File: src/design/arinc_tx_pkg.sv
// Purpose: shared constants and types for the serial word transmitter
// Assumes: 40 MHz ref_clk, transmit clock pin at four times the bit rate
// Notes:   control and status bit positions are byte-lane positions
package arinc_tx_pkg;

    // host byte path and buffer shape
    localparam int         DATA_W       = 8;
    localparam int         FIFO_DEPTH   = 32;
    localparam int         CNT_W        = 6;
    localparam logic [5:0] CNT_EMPTY    = 6'h00;
    localparam logic [5:0] WORD_BYTES   = 6'h04;

    // control word layout and its value after master reset (bit 6 as 0)
    localparam logic [7:0] CTRL_RESET   = 8'h25;
    localparam int         TX_EN_POS    = 0;
    localparam int         SELFTEST_POS = 4;
    localparam int         PMODE_POS    = 5;

    // status word layout
    localparam int         LOAD_OK_POS  = 0;
    localparam int         IDLE_POS     = 2;
    localparam int         UNDERWR_POS  = 7;

    // bit cell: four transmit clock quarters, line high for the first two
    localparam logic [1:0] QTR_LAST     = 2'h3;
    localparam logic [4:0] LAST_BIT     = 5'h1f;
    localparam logic [2:0] BYTE_LAST    = 3'h7;
    // null gap between words: four bit times in quarters
    localparam logic [4:0] GAP_LAST     = 5'h0f;

    // pin synchroniser lanes and their idle levels
    localparam int          SYNC_W      = 16;
    localparam logic [15:0] SYNC_RESET  = 16'h0078;
    localparam int          S_TXC       = 0;
    localparam int          S_FSEL      = 1;
    localparam int          S_INIT      = 2;
    localparam int          S_HOLD      = 3;
    localparam int          S_CS_N      = 4;
    localparam int          S_WR_N      = 5;
    localparam int          S_RD_N      = 6;
    localparam int          S_CMD       = 7;
    localparam int          S_DATA      = 8;

    typedef enum logic [1:0] {ST_GAP, ST_WAIT, ST_SEND} tx_state_e;

endpackage

File: src/design/byte_fifo_if.sv
// Purpose: valid/ready byte path between host loader and buffer
// Assumes: single clock, both ends on ref_clk
// Notes:   count lets the loader judge word completeness
`timescale 1ns/100ps
interface byte_fifo_if #(
    parameter int W  = 8,
    parameter int CW = 6
);
    logic [W-1:0]  in_data;
    logic          in_valid;
    logic          in_ready;
    logic [W-1:0]  out_data;
    logic          out_valid;
    logic          out_ready;
    logic [CW-1:0] count;

    modport store (input in_data, in_valid, out_ready,
                   output in_ready, out_data, out_valid, count);
    modport user  (output in_data, in_valid, out_ready,
                   input in_ready, out_data, out_valid, count);
endinterface

File: src/design/byte_fifo.sv
// Purpose: transmit byte buffer, parameterised width and depth
// Assumes: DEPTH a power of two; flush drops all contents in one cycle
// Notes:   in_ready falls when full so the loader sees back-pressure
`timescale 1ns/100ps
module byte_fifo #(
    parameter int WIDTH = 8,
    parameter int DEPTH = 32
) (
    input  wire logic  clk,
    input  wire logic  rst,
    input  wire logic  flush,
    byte_fifo_if.store f
);
    localparam int AW = $clog2(DEPTH);

    logic [WIDTH-1:0] mem [DEPTH];
    logic [AW-1:0]    wr_ptr_reg;
    logic [AW-1:0]    rd_ptr_reg;
    logic [AW:0]      count_reg;
    wire              push;
    wire              pop;

    // honest flags straight from the occupancy count
    assign f.in_ready  = (count_reg != (AW+1)'(DEPTH));
    assign f.out_valid = (count_reg != '0);
    assign f.out_data  = mem[rd_ptr_reg];
    assign f.count     = count_reg;
    assign push        = f.in_valid & f.in_ready;
    assign pop         = f.out_valid & f.out_ready;

    // storage carries no reset, only the pointers matter
    always_ff @(posedge clk)
    begin
        if (push)
            mem[wr_ptr_reg] <= f.in_data;
    end

    // pointers wrap naturally on the power-of-two depth
    always_ff @(posedge clk or posedge rst)
    begin
        if (rst)
        begin
            wr_ptr_reg <= '0;
            rd_ptr_reg <= '0;
            count_reg  <= '0;
        end
        else if (flush)
        begin
            wr_ptr_reg <= '0;
            rd_ptr_reg <= '0;
            count_reg  <= '0;
        end
        else
        begin
            wr_ptr_reg <= wr_ptr_reg + AW'(push);
            rd_ptr_reg <= rd_ptr_reg + AW'(pop);
            count_reg  <= count_reg + (AW+1)'(push) - (AW+1)'(pop);
        end
    end
endmodule

File: src/design/arinc_tx.sv
// Purpose: serial word transmitter behind an 8-bit host port
// Assumes: all pins asynchronous to ref_clk; strobes wider than 4 cycles
// Notes:   master reset pin acts as a synchronous clear after sync
//
// Notes on behaviour
// - self test loops serial outputs to receiver, line outputs stay null
// - parity on: bit 32 is generated so the word has odd ones
// - error output high on underwrite or receiver error; blocks sending
// - status read or master reset clears a pending underwrite; receiver error input is not cleared
// - byte mode: missing byte at end of 8th bit sets underwrite
// - loaded and enabled word waits while send gate is high, an error is pending or the null gap runs
// - four transmit clock cycles per serial bit
// - enable bit gates transmitter; rising enable sends buffered word
// - select pin low: byte mode; mode bit picks data or parity
// - select pin high: parity on; mode bit 0 word, 1 byte mode
// - master reset loads control with 0x25 and clears logic
// - idle low while a word is sent; idle status mirrors it
// - ready output high whenever the buffer can take a write
// - zero line for 0 bits, one line for 1 bits, both low null
// - status bit 0 shows buffer may be loaded
// - status bit 7 shows byte mode underwrite
// - bits 1-8 first, lsb first; in byte mode first write drops ready and idle
// - command select high for status and control, low for data
`timescale 1ns/100ps
module arinc_tx (
    input  wire logic       ref_clk,
    input  wire logic       rst,
    input  wire logic       tx_clock_x4,
    input  wire logic       feature_select_pin,
    input  wire logic       chip_init_in,
    input  wire logic       send_hold_in,
    input  wire logic       chip_select_n,
    input  wire logic       write_n,
    input  wire logic       read_n,
    input  wire logic       cmd_select,
    input  wire logic [7:0] host_data_in,
    input  wire logic       rx_error_in,
    output logic      [7:0] host_data_out,
    output logic            host_data_oe,
    output logic            shared_error_out,
    output logic            tx_idle_out,
    output logic            tx_buffer_ready_out,
    output logic            zero_line_out,
    output logic            one_line_out,
    output logic            loop_zero_out,
    output logic            loop_one_out,
    output logic      [7:0] ctrl_word_out,
    output logic            parity_enable_out
);
    logic [15:0]               sync1_reg;
    logic [15:0]               sync2_reg;
    logic                      txc_prev_reg;
    logic                      wr_prev_reg;
    logic                      rd_prev_reg;
    logic [7:0]                ctrl_reg;
    logic                      underwrite_reg;
    arinc_tx_pkg::tx_state_e   state_reg;
    logic [1:0]                quarter_reg;
    logic [4:0]                bit_reg;
    logic [7:0]                shift_reg;
    logic                      par_reg;
    logic [4:0]                gap_reg;
    logic [7:0]                status_w;
    wire                       flush_w;

    byte_fifo_if #(.W(arinc_tx_pkg::DATA_W), .CW(arinc_tx_pkg::CNT_W)) bf();

    byte_fifo #(
        .WIDTH (arinc_tx_pkg::DATA_W),
        .DEPTH (arinc_tx_pkg::FIFO_DEPTH)
    ) u_fifo (
        .clk   (ref_clk),
        .rst   (rst),
        .flush (flush_w),
        .f     (bf.store)
    );

    // every pin except rst and rx_error_in passes two flip-flops before anything looks at it
    genvar gi;
    generate
        for (gi = 0; gi < arinc_tx_pkg::SYNC_W; gi++)
        begin : g_sync
            wire pin_w;
            if (gi >= arinc_tx_pkg::S_DATA)
            begin : g_data
                assign pin_w = host_data_in[gi - arinc_tx_pkg::S_DATA];
            end
            else
            begin : g_ctl
                assign pin_w = (gi == arinc_tx_pkg::S_TXC)  ? tx_clock_x4 :
                               (gi == arinc_tx_pkg::S_FSEL) ?
                                   feature_select_pin :
                               (gi == arinc_tx_pkg::S_INIT) ? chip_init_in :
                               (gi == arinc_tx_pkg::S_HOLD) ? send_hold_in :
                               (gi == arinc_tx_pkg::S_CS_N) ? chip_select_n :
                               (gi == arinc_tx_pkg::S_WR_N) ? write_n :
                               (gi == arinc_tx_pkg::S_RD_N) ? read_n :
                               cmd_select;
            end
            always_ff @(posedge ref_clk or posedge rst)
            begin
                if (rst)
                begin
                    sync1_reg[gi] <= arinc_tx_pkg::SYNC_RESET[gi];
                    sync2_reg[gi] <= arinc_tx_pkg::SYNC_RESET[gi];
                end
                else
                begin
                    sync1_reg[gi] <= pin_w;
                    sync2_reg[gi] <= sync1_reg[gi];
                end
            end
        end
    endgenerate

    // synchronised pin views
    wire       txc_s  = sync2_reg[arinc_tx_pkg::S_TXC];
    wire       fsel_s = sync2_reg[arinc_tx_pkg::S_FSEL];
    wire       init_s = sync2_reg[arinc_tx_pkg::S_INIT];
    wire       hold_s = sync2_reg[arinc_tx_pkg::S_HOLD];
    wire       cmd_s  = sync2_reg[arinc_tx_pkg::S_CMD];
    wire [7:0] data_s = sync2_reg[arinc_tx_pkg::S_DATA +: 8];

    // host strobe decode on the leading edge of each access
    wire wr_act   = ~sync2_reg[arinc_tx_pkg::S_CS_N] &
                    ~sync2_reg[arinc_tx_pkg::S_WR_N];
    wire rd_act   = ~sync2_reg[arinc_tx_pkg::S_CS_N] &
                    ~sync2_reg[arinc_tx_pkg::S_RD_N];
    wire wr_stb   = wr_act & ~wr_prev_reg;
    wire rd_stb   = rd_act & ~rd_prev_reg;
    wire ctrl_wr  = wr_stb & cmd_s;
    wire stat_rd  = rd_stb & cmd_s;
    wire tick     = txc_s & ~txc_prev_reg;

    // mode decode from the select pin and the parity mode bit
    wire tx_en     = ctrl_reg[arinc_tx_pkg::TX_EN_POS];
    wire selftest  = ctrl_reg[arinc_tx_pkg::SELFTEST_POS];
    wire pmode     = ctrl_reg[arinc_tx_pkg::PMODE_POS];
    wire byte_mode = ~fsel_s | pmode;
    wire parity_en = fsel_s | pmode;
    wire sending   = (state_reg == arinc_tx_pkg::ST_SEND);

    // buffer may take a byte: byte mode holds one, word mode holds four
    wire fifo_empty = (bf.count == arinc_tx_pkg::CNT_EMPTY);
    wire load_ok    = bf.in_ready & (byte_mode ? fifo_empty :
                      (bf.count < arinc_tx_pkg::WORD_BYTES) & ~sending);
    wire data_wr    = wr_stb & ~cmd_s & load_ok;  // writes when not ready drop
    wire word_avail = byte_mode ? ~fifo_empty :
                      (bf.count >= arinc_tx_pkg::WORD_BYTES);

    // a pending error from either half stops the transmitter
    wire err_block  = underwrite_reg | rx_error_in;
    wire start_w    = (state_reg == arinc_tx_pkg::ST_WAIT) & tick & tx_en &
                      ~hold_s & ~err_block & word_avail;
    wire bit_end    = sending & tick & (quarter_reg == arinc_tx_pkg::QTR_LAST);
    wire byte_end   = bit_end & (bit_reg != arinc_tx_pkg::LAST_BIT) &
                      (bit_reg[2:0] == arinc_tx_pkg::BYTE_LAST);
    wire underwr_ev = byte_end & ~bf.out_valid;
    wire abort_w    = sending & err_block;
    assign flush_w  = init_s | abort_w;  // master reset or abort empties it

    // bit 32 becomes odd parity when enabled, else host data
    wire cur_bit    = (parity_en & (bit_reg == arinc_tx_pkg::LAST_BIT)) ?
                      ~par_reg : shift_reg[0];
    wire cell_high  = sending & ~quarter_reg[1];
    wire idle_w     = ~sending & ~(byte_mode & ~fifo_empty);

    assign bf.in_data   = data_s;
    assign bf.in_valid  = data_wr;
    assign bf.out_ready = start_w | (byte_end & ~abort_w);

    // status word; unused bits read as zero
    always_comb
    begin
        status_w = 8'h00;
        status_w[arinc_tx_pkg::LOAD_OK_POS] = load_ok;
        status_w[arinc_tx_pkg::IDLE_POS]    = idle_w;
        status_w[arinc_tx_pkg::UNDERWR_POS] = underwrite_reg;
    end

    // edge history for strobes and the transmit clock
    always_ff @(posedge ref_clk or posedge rst)
    begin
        if (rst)
        begin
            txc_prev_reg <= 1'b0;
            wr_prev_reg  <= 1'b0;
            rd_prev_reg  <= 1'b0;
        end
        else
        begin
            txc_prev_reg <= txc_s;
            wr_prev_reg  <= wr_act;
            rd_prev_reg  <= rd_act;
        end
    end

    // control word is write-only; master reset restores it
    always_ff @(posedge ref_clk or posedge rst)
    begin
        if (rst)
            ctrl_reg <= arinc_tx_pkg::CTRL_RESET;
        else if (init_s)
            ctrl_reg <= arinc_tx_pkg::CTRL_RESET;
        else if (ctrl_wr)
            ctrl_reg <= data_s;
    end

    // underwrite flag: a new event beats a clearing status read
    always_ff @(posedge ref_clk or posedge rst)
    begin
        if (rst)
            underwrite_reg <= 1'b0;
        else if (init_s)
            underwrite_reg <= 1'b0;
        else if (underwr_ev)
            underwrite_reg <= 1'b1;
        else if (stat_rd)
            underwrite_reg <= 1'b0;
    end

    // serialiser: gap, wait for gate, send 32 bits lsb first
    always_ff @(posedge ref_clk or posedge rst)
    begin
        if (rst)
        begin
            state_reg   <= arinc_tx_pkg::ST_GAP;
            quarter_reg <= 2'h0;
            bit_reg     <= 5'h00;
            shift_reg   <= 8'h00;
            par_reg     <= 1'b0;
            gap_reg     <= 5'h00;
        end
        else if (init_s | abort_w | underwr_ev)
        begin
            state_reg <= arinc_tx_pkg::ST_GAP;
            gap_reg   <= 5'h00;
        end
        else
        begin
            case (state_reg)
                arinc_tx_pkg::ST_GAP:
                begin
                    if (tick)
                    begin
                        gap_reg <= gap_reg + 5'h01;
                        if (gap_reg == arinc_tx_pkg::GAP_LAST)
                            state_reg <= arinc_tx_pkg::ST_WAIT;
                    end
                end
                arinc_tx_pkg::ST_WAIT:
                begin
                    if (start_w)
                    begin
                        state_reg   <= arinc_tx_pkg::ST_SEND;
                        shift_reg   <= bf.out_data;
                        quarter_reg <= 2'h0;
                        bit_reg     <= 5'h00;
                        par_reg     <= 1'b0;
                    end
                end
                arinc_tx_pkg::ST_SEND:
                begin
                    if (tick)
                        quarter_reg <= quarter_reg + 2'h1;
                    if (bit_end)
                    begin
                        par_reg <= par_reg ^ shift_reg[0];
                        bit_reg <= bit_reg + 5'h01;
                        if (bit_reg == arinc_tx_pkg::LAST_BIT)
                        begin
                            state_reg <= arinc_tx_pkg::ST_GAP;
                            gap_reg   <= 5'h00;
                        end
                        else if (byte_end)
                            shift_reg <= bf.out_data;
                        else
                            shift_reg <= {1'b0, shift_reg[7:1]};
                    end
                end
                default:
                    state_reg <= arinc_tx_pkg::ST_GAP;
            endcase
        end
    end

    // registered pins; self test keeps the line null and feeds loopback
    always_ff @(posedge ref_clk or posedge rst)
    begin
        if (rst)
        begin
            zero_line_out       <= 1'b0;
            one_line_out        <= 1'b0;
            loop_zero_out       <= 1'b0;
            loop_one_out        <= 1'b0;
            tx_idle_out         <= 1'b1;
            tx_buffer_ready_out <= 1'b1;
            shared_error_out    <= 1'b0;
            ctrl_word_out       <= arinc_tx_pkg::CTRL_RESET;
            parity_enable_out   <= 1'b1;
            host_data_out       <= 8'h00;
            host_data_oe        <= 1'b0;
        end
        else
        begin
            zero_line_out       <= cell_high & ~cur_bit & ~selftest;
            one_line_out        <= cell_high & cur_bit & ~selftest;
            loop_zero_out       <= cell_high & ~cur_bit & selftest;
            loop_one_out        <= cell_high & cur_bit & selftest;
            tx_idle_out         <= idle_w;
            tx_buffer_ready_out <= load_ok;
            shared_error_out    <= err_block;
            ctrl_word_out       <= ctrl_reg;
            parity_enable_out   <= parity_en;
            host_data_oe        <= rd_act & cmd_s;
            if (stat_rd)
                host_data_out <= status_w;
        end
    end

    // checks on the transmit path
    chk_selftest_null: assert property (@(posedge ref_clk) disable iff (rst)
        selftest |=> !zero_line_out && !one_line_out)
        else $error("line driven during self test");
    chk_parity_odd: assert property (@(posedge ref_clk) disable iff (rst)
        sending && parity_en && bit_reg == arinc_tx_pkg::LAST_BIT &&
        quarter_reg == 2'h0 && !selftest
        |=> one_line_out != $past(par_reg))
        else $error("generated parity not odd");
    chk_error_abort: assert property (@(posedge ref_clk) disable iff (rst)
        sending && err_block |=> state_reg == arinc_tx_pkg::ST_GAP)
        else $error("word continued under error");
    chk_read_clears: assert property (@(posedge ref_clk) disable iff (rst)
        stat_rd && !underwr_ev |=> !underwrite_reg)
        else $error("status read left underwrite set");
    chk_underwrite_err: assert property (@(posedge ref_clk) disable iff (rst)
        underwr_ev |=> underwrite_reg ##1 shared_error_out)
        else $error("underwrite not flagged");
    chk_gate_holds: assert property (@(posedge ref_clk) disable iff (rst)
        state_reg == arinc_tx_pkg::ST_WAIT && hold_s
        |=> state_reg != arinc_tx_pkg::ST_SEND)
        else $error("word began with gate high");
    chk_ctrl_init: assert property (@(posedge ref_clk) disable iff (rst)
        init_s |=> ctrl_reg == arinc_tx_pkg::CTRL_RESET)
        else $error("control not restored by master reset");
    chk_idle_low: assert property (@(posedge ref_clk) disable iff (rst)
        sending |=> !tx_idle_out)
        else $error("idle high while sending");
    chk_byte_ready: assert property (@(posedge ref_clk) disable iff (rst)
        byte_mode && !fifo_empty |=> !tx_buffer_ready_out)
        else $error("ready high with byte pending");
    chk_rz_cell: assert property (@(posedge ref_clk) disable iff (rst)
        sending && quarter_reg[1] |=> !zero_line_out && !one_line_out)
        else $error("line not null in second half of bit");
    chk_gap_span: assert property (@(posedge ref_clk) disable iff (rst)
        $fell(sending) && !init_s |-> state_reg == arinc_tx_pkg::ST_GAP
        && gap_reg == 5'h00)
        else $error("gap not restarted after word");
endmodule

File: config.mk
export PLATFORM = sky130hd
export DESIGN_NAME = arinc_tx
export DESIGN_NICKNAME = d
export VERILOG_FILES = /design/src/design/arinc_tx_pkg.sv /design/src/design/byte_fifo_if.sv /design/src/design/byte_fifo.sv /design/src/design/arinc_tx.sv
export SDC_FILE = /design/constraint.sdc
export NUM_CORES = 1
export LEC_CHECK = 0
export BUFFER_PORTS_ARGS = -buffer_cell sky130_fd_sc_hd__buf_2
export CAP_MARGIN = 10
export CORE_ASPECT_RATIO = 1.1
export CORE_MARGIN = 10
export CORE_UTILIZATION = 56
export CTS_BUF_LIST = sky130_fd_sc_hd__clkbuf_8 sky130_fd_sc_hd__clkbuf_16
export DETAILED_ROUTE_END_ITERATION = 16
export PLACE_DENSITY_LB_ADDON = 0.12
export SLEW_MARGIN = 5
export SYNTH_ARGS = -nofsm -noshare
export SYNTH_HDL_FRONTEND = slang
export SYNTH_SLANG_ARGS = --single-unit
export TNS_END_PERCENT = 1
File: constraint.sdc
create_clock -name ref_clk -period 9.4 [get_ports ref_clk]
set_input_delay 1.41 -clock ref_clk [delete_from_list [all_inputs] [get_ports ref_clk]]
set_output_delay 1.41 -clock ref_clk [all_outputs]
set_load 0.1 [all_outputs]
Word level (Yosys, flattened, before mapping)
Memory sizes are Yosys's and may differ from the RTL's.
Index checks and enable logic that the tools add are counted.
{"block": "classes", "bitwise_logic": 63, "add_sub_neg": 7, "n_reduce_logical": 12, "eq_ne": 17, "magnitude_cmp": 2, "mux": 39}
{"operator": "8-bit 2-to-1 mux", "count": 6}
{"operator": "5-bit 2-to-1 mux", "count": 8}
{"operator": "1-bit AND", "count": 36}
{"operator": "1-bit inverter", "count": 20}
{"operator": "5-bit one-hot mux with 2 select lines", "count": 2}
{"operator": "2-bit 2-to-1 mux", "count": 8}
{"operator": "8-bit one-hot mux with 2 select lines", "count": 1}
{"operator": "4-bit AND reduction", "count": 3}
{"operator": "5-bit by 1-bit adder with 5-bit output", "count": 2}
{"operator": "5-bit by 1-bit adder with 5-bit output, second input constant", "count": 2}
{"operator": "1-bit 2-to-1 mux", "count": 10}
{"operator": "5-bit AND reduction", "count": 2}
{"operator": "6-bit by 1-bit adder with 6-bit output", "count": 1}
{"operator": "6-bit by 3-bit greater-or-equal comparator with 1-bit output, second input constant", "count": 1}
{"operator": "6-bit logical NOT", "count": 1}
{"operator": "6-bit by 3-bit < comparator with 1-bit output, second input constant", "count": 1}
{"operator": "6-bit 2-to-1 mux", "count": 1}
{"operator": "2-bit inequality test, second input constant", "count": 3}
{"operator": "3-bit by 1-bit inequality test with 1-bit output, second input constant", "count": 2}
{"operator": "3-bit inequality test, second input constant", "count": 2}
{"operator": "6-bit inequality test, second input constant", "count": 1}
{"operator": "1-bit bitwise OR", "count": 6}
{"operator": "2-bit one-hot mux with 3 select lines", "count": 1}
{"operator": "3-bit nonzero test", "count": 2}
{"operator": "16 further kinds", "count": 18}
{"block": "totals", "input_bits": 19, "ff_bits": 103, "wordCells": 198, "output_inout_bits": 25, "mem_count": 1, "ramBits": 256}
{"memory": "u_fifo.mem", "depth": 32, "width": 8, "read_ports": 1, "rd_clocked_by_memory_dff": 0, "wr": 1, "line_no": "byte_fifo.sv:16", "text": "logic [WIDTH-1:0] mem [DEPTH];"}

Logic depth before layout (Yosys ltp)
{"block": "depth", "depth_word": 11, "depth_mapped": 15, "depth_no_buf": 15}

Modules after synthesis
From an unflattened synthesis, not the netlist that was laid out.
{"block": "hier_totals", "cells_unflattened": 875, "hier_area_um2": 14346.3}
{"module": "byte_fifo", "area_each_um2": 10948.0, "cells_each": 598, "instances": 1, "seq_area_each_um2": 8087.8}
{"module": "arinc_tx", "area_each_um2": 3398.3, "cells_each": 277, "instances": 1, "seq_area_each_um2": 2198.4}

Least setup slack after synthesis
Ideal clock, no wire load.
{"block": "synth_path", "path_kind": "input to register", "startpoint": "input port rx_error_in", "endpoint": "register u_fifo.count_reg[5] (netlist: u_fifo.f.count[5])", "cell_stages": 10, "setup_time_ns": 0.079, "t_required_ns": 9.321, "arrival_time_ns": 3.638, "slack_ns": 5.683, "cell_sequence": "or2_2 > or4_1 > a21oi_1 > nand2b_1 > ha_1 > a21o_1 > a21oi_1 > o21bai_1 > a21oi_1 > mux2i_1"}
{"block": "synth_via", "elab_chain_len": 8, "elab_cells_between_ends": 12, "cone_classes": "add/sub: 1; mux: 1; bitwise: 10"}
{"item": "from (decl)", "line_no": "arinc_tx.sv:37", "text": "input wire logic rx_error_in,"}
{"item": "1-bit bitwise OR (*)", "line_no": "arinc_tx.sv:152", "text": "wire err_block = underwrite_reg | rx_error_in;"}
{"item": "1-bit inverter / 1-bit AND (equally long branches)", "line_no": "arinc_tx.sv:154, arinc_tx.sv:159"}
{"item": "1-bit AND / 1-bit inverter (equally long branches)", "line_no": "arinc_tx.sv:154, arinc_tx.sv:170"}
{"item": "1-bit AND (on tied branches)", "line_no": "arinc_tx.sv:154, arinc_tx.sv:170"}
{"item": "1-bit bitwise OR", "line_no": "arinc_tx.sv:170", "text": "assign bf.out_ready = start_w | (byte_end & ~abort_w);"}
{"item": "1-bit AND", "line_no": "byte_fifo.sv:29", "text": "assign pop = f.out_valid & f.out_ready;"}
{"item": "6-bit by 1-bit subtractor with 6-bit output", "line_no": "byte_fifo.sv:57", "text": "count_reg <= count_reg + (AW+1)'(push) - (AW+1)'(pop);"}
{"item": "6-bit 2-to-1 mux (*)", "line_no": "byte_fifo.sv:47", "text": "else if (flush)"}
{"item": "to (signal assigned)", "line_no": "byte_fifo.sv:57"}
{"item": "to (decl)", "line_no": "byte_fifo.sv:19", "text": "logic [AW:0] count_reg;"}
Every way passes the cells marked *; elsewhere a longest branch is shown, timed or not.
A chain may end at the register's enable or synchronous reset.

Final worst setup path
{"block": "layout_path", "startpoint": "register state_reg[0]", "endpoint": "register u_fifo.count_reg[5] (netlist: u_fifo.f.count[5])"}
{"block": "layout_via", "elab_chain_len": 10, "elab_cells_between_ends": 26, "cone_classes": "add/sub: 2; eq/ne: 2; mux: 2; bitwise: 20"}
{"item": "from (decl)", "line_no": "arinc_tx.sv:57", "text": "arinc_tx_pkg::tx_state_e state_reg;"}
{"item": "from (signal assigned)", "line_no": "arinc_tx.sv:227", "text": "state_reg <= arinc_tx_pkg::ST_GAP;"}
{"item": "from (signal assigned)", "line_no": "arinc_tx.sv:236", "text": "state_reg <= arinc_tx_pkg::ST_GAP;"}
{"item": "from (signal assigned)", "line_no": "arinc_tx.sv:248", "text": "state_reg <= arinc_tx_pkg::ST_WAIT;"}
{"item": "2-bit == test / 2-bit by 1-bit == test with 1-bit output (equally long branches)", "line_no": "arinc_tx.sv:141, arinc_tx.sv:153"}
{"item": "1-bit inverter (tied with other cells)", "line_no": "arinc_tx.sv:146", "text": "(bf.count < arinc_tx_pkg::WORD_BYTES) & ~sending);"}
{"item": "1-bit AND (on tied branches)", "line_no": "arinc_tx.sv:146, arinc_tx.sv:153, arinc_tx.sv:155"}
{"item": "1-bit 2-to-1 mux (tied with other cells)", "line_no": "arinc_tx.sv:145", "text": "wire load_ok = bf.in_ready & (byte_mode ? fifo_empty :"}
{"item": "1-bit AND (on tied branches)", "line_no": "arinc_tx.sv:145, arinc_tx.sv:154, arinc_tx.sv:156"}
{"item": "1-bit AND (on tied branches)", "line_no": "arinc_tx.sv:147, arinc_tx.sv:154, arinc_tx.sv:170"}
{"item": "1-bit AND / 1-bit bitwise OR (equally long branches)", "line_no": "byte_fifo.sv:28, arinc_tx.sv:170"}
{"item": "6-bit by 1-bit adder with 6-bit output / 1-bit AND (equally long branches)", "line_no": "byte_fifo.sv:57, byte_fifo.sv:29"}
{"item": "6-bit by 1-bit subtractor with 6-bit output", "line_no": "byte_fifo.sv:57"}
{"item": "6-bit 2-to-1 mux (*)", "line_no": "byte_fifo.sv:47"}
Marked as above.

==> summary.txt <==
DR vias/cell: 5.910
initial antenna violation count: 0
clock transition at the registers of the reported paths: 60 ps
Multi-input gate area: 0.003867 mm2
total gr overflow: 0
setup ws final: 5518 ps
leading area contributor after synthesis: edfxtp_1
Synth cell types: 67
Port Buffers: 38
Place WS: 5341 ps
Tot GR Track Use: 18.47%
Worst Reg2Reg Path Length in Cells: 12
DR vias: 7707
Clock Power Share: 42.6%
Rel. slew slack: 18.96%
CTS tree: built
Final HPWL DP: 19.02 mm
HP Class: register to register
Sequential Area: 0.01029 mm2
cell total after placement: 1236
sequential-to-total area share from yosys stat: 71.31%
PostCTS Resize Cnt: 0
post-route clock period utilization: 41.30%
post-route ant nets: 0
Int Pwr: 0.002648 W
share of layout cells above drive strength 1: 21.29%
die width: 173.0 um
simple-gate area share of the yosys netlist: 8.154%
clk_skew: 21.15 ps
largest net degree at the start of global routing: 60
setup violators final: 0
synth top area cells: edfxtp_1 53%, dfrtp_1 15%, mux4_2 7.8%
DR WL/cell: 22.98 um
final WL: 29.96 mm
Leak: 5.672 nW
sequential share of power: 52.0%
nature of the critical path endpoint: register
share of the synthesized area in the top cell type: 53.30%
Post-synth ARST share: 28.69%
mux cell area share after synthesis: 10.73%
Yosys warning total: 0
Max Cap Viol: 0
Sum Neg Setup Slack: 0 ps
Initial Util: 56.92%
Fmax: 0.2576 GHz
pwr/cell area: 208.7 mW/mm2
number of flops mapped to enable cells by yosys: 256
Worst Path Required: 9820 ps
DR pass1 iterations: 5
RSZ-0062 raised after global routing: no
Arr. time, crit path: 4300 ps
die area: 0.03258 mm2
critical path class: register to register
VDD IR max: 168.8 uV
TritonCTS Buffers: 37
first-pass GRT wire length: 47.07 mm
clock sink count: 359
Setup Buffers After CTS: 0
fillers: 1831
hold path depth: 0
vias in the first global route: 8197
htree depth: 2
Period minus WS final: 3882 ps
chip height: 188.3 um
# rows: 61
top_reg_cell synth: edfxtp_1
hold buffers post-CTS: 0
syn_area_per_cell: 16.32 um2
synthesized cell area: 0.01442 mm2
Synth Area in Adders: 2.047%
xor and xnor area share after synthesis: 0.6072%
largest buffer count on any clock path: 3
Final Hold Viols: 0
run status: completed
Logic pwr share: 5.5%
Iteration-0 DRC Markers: 699
Max Slew Vio Count: 0
#FFs+latches synth: 359
nets@finish: 973
Area Overhead vs Synth: 12.16%
crit path max fanout: 17
DRC: 0
Power, Total: 0.003376 W
I/O Pins: 44
Synth Area in Compound Gates: 5.144%
diodes inserted: 0
max reg flops: 256
Core ar.: 0.02534 mm2
Clock Tree Root: clkbuf_16
GP Congestion: 0.8280
Startpoint Class: register
sw frac: 21.58%
Finished Layout Cells: 1304
switching power: 0.0007286 W
largest family of logic cells by synthesized area: multiplexers
post-synthesis cell count: 884
Clock Latency Late Sink: 520 ps
Reg2Reg Setup Slack: 5520 ps
worst-margin pin slew: 1216 ps
==> synthesized netlist by cell type (all sizes together) (3+ instances only) <==
cell type / count
nand4: 4
a32oi: 4
nor3: 15
or2: 4
nor2b: 13
o31ai: 5
a31oi: 6
dfstp: 17
a22oi: 8
o21a: 3
mux2: 25
nor3b: 5
dfrtp: 86
mux4: 50
xnor2: 6
nand2: 50
nand3: 16
xor2: 4
nor2: 68
a21oi: 20
o21ai: 30
edfxtp: 256
nand3b: 11
a2111oi: 8
nand2b: 11
mux2i: 14
or3: 4
inv: 23
o22ai: 8
or3b: 6
and3: 5
buf: 20
ha: 22
and2: 10
clkbuf: 23
==> per-stage QoR <==
step                      utilization [%]  area [um2]  hold WS [ps]
final                               63.85       16180         347.4
after global routing                63.85       16180         356.3
after CTS                           63.68       16140         349.1
after detailed placement            58.89       14920         335.6
after global placement              58.89       14920         331.7
after floorplan                         -       14440         331.2
==> placed cells by master (no fill, tap or decap), drive strengths merged, types with 10 or more instances in the layout <==
| cell | instances |
|---|---|
| clkbuf | 39 |
| o21ai | 30 |
| nand2 | 50 |
| dfstp | 17 |
| mux2i | 14 |
| inv | 32 |
| nand3b | 11 |
| dfrtp | 86 |
| nor3 | 15 |
| nand3 | 16 |
| nor2 | 68 |
| a21oi | 20 |
| mux4 | 50 |
| nand2b | 11 |
| buf | 47 |
| edfxtp | 256 |
| clkinv | 13 |
| nor2b | 13 |
| and2 | 10 |
| mux2 | 25 |
| ha | 22 |
==> power groups by stage <==
stage	clock network [W]	logic (W)	registers, W
finish	0.00144	0.000185	0.00175
global route	0.00154	0.000198	0.00176
CTS	0.00146	0.000182	0.00176
detailed placement	0	0.000181	0.00179
global placement	0	0.000179	0.00179
floorplan	0	0.0000754	0.00185
==> per-layer routing <==
metal	routed length (um)	track usage, %	vias up
met5	0	0	-
met4	846	6.572	0
met3	1533	3.439	55
met2	15370	31.96	211
met1	12210	22.90	3987
li1	-	-	3454
==> worst max-delay path, cell delays in order (launching register included) <==
cell and delay (ps):
dfrtp_1 400, inv_1 130, ha_1 580, inv_1 400, or4_1 660, a21oi_1 280, nand2b_1 150, ha_1 290
a21o_1 180, a21oi_1 230, o21bai_1 100, a21oi_1 180, mux2i_1 220
==> final cells by class <==
cell class,instances,share of cell area [%]
multi-input combinational,463,23.91
clock buffer,39,5.963
inverter,23,0.5491
timing repair buffer,47,1.763
clock inverter,27,1.531
tap,346,2.676
sequential,359,63.61
==> final timing paths <==
path	end	from
setup / recovery	u_fifo.f.count[5]	state_reg[0]
hold / removal	bf.in_data[7]	sync1_reg[15]
setup reg to reg	u_fifo.f.count[5]	state_reg[0]
hold reg to reg	bf.in_data[7]	sync1_reg[15]
max in group asynchronous	gap_reg[0]	rst
min in group asynchronous	ctrl_word_out[6]	rst
==> cell families after synthesis <==
group / count (synthesis)
xor+xnor: 10
flops: 359
compound gates: 106
mux: 89
simple gates: 230
buf+inv: 66
other cells: 1
fa+ha+maj: 23
Note: power is estimated with default switching activity, not from simulation.
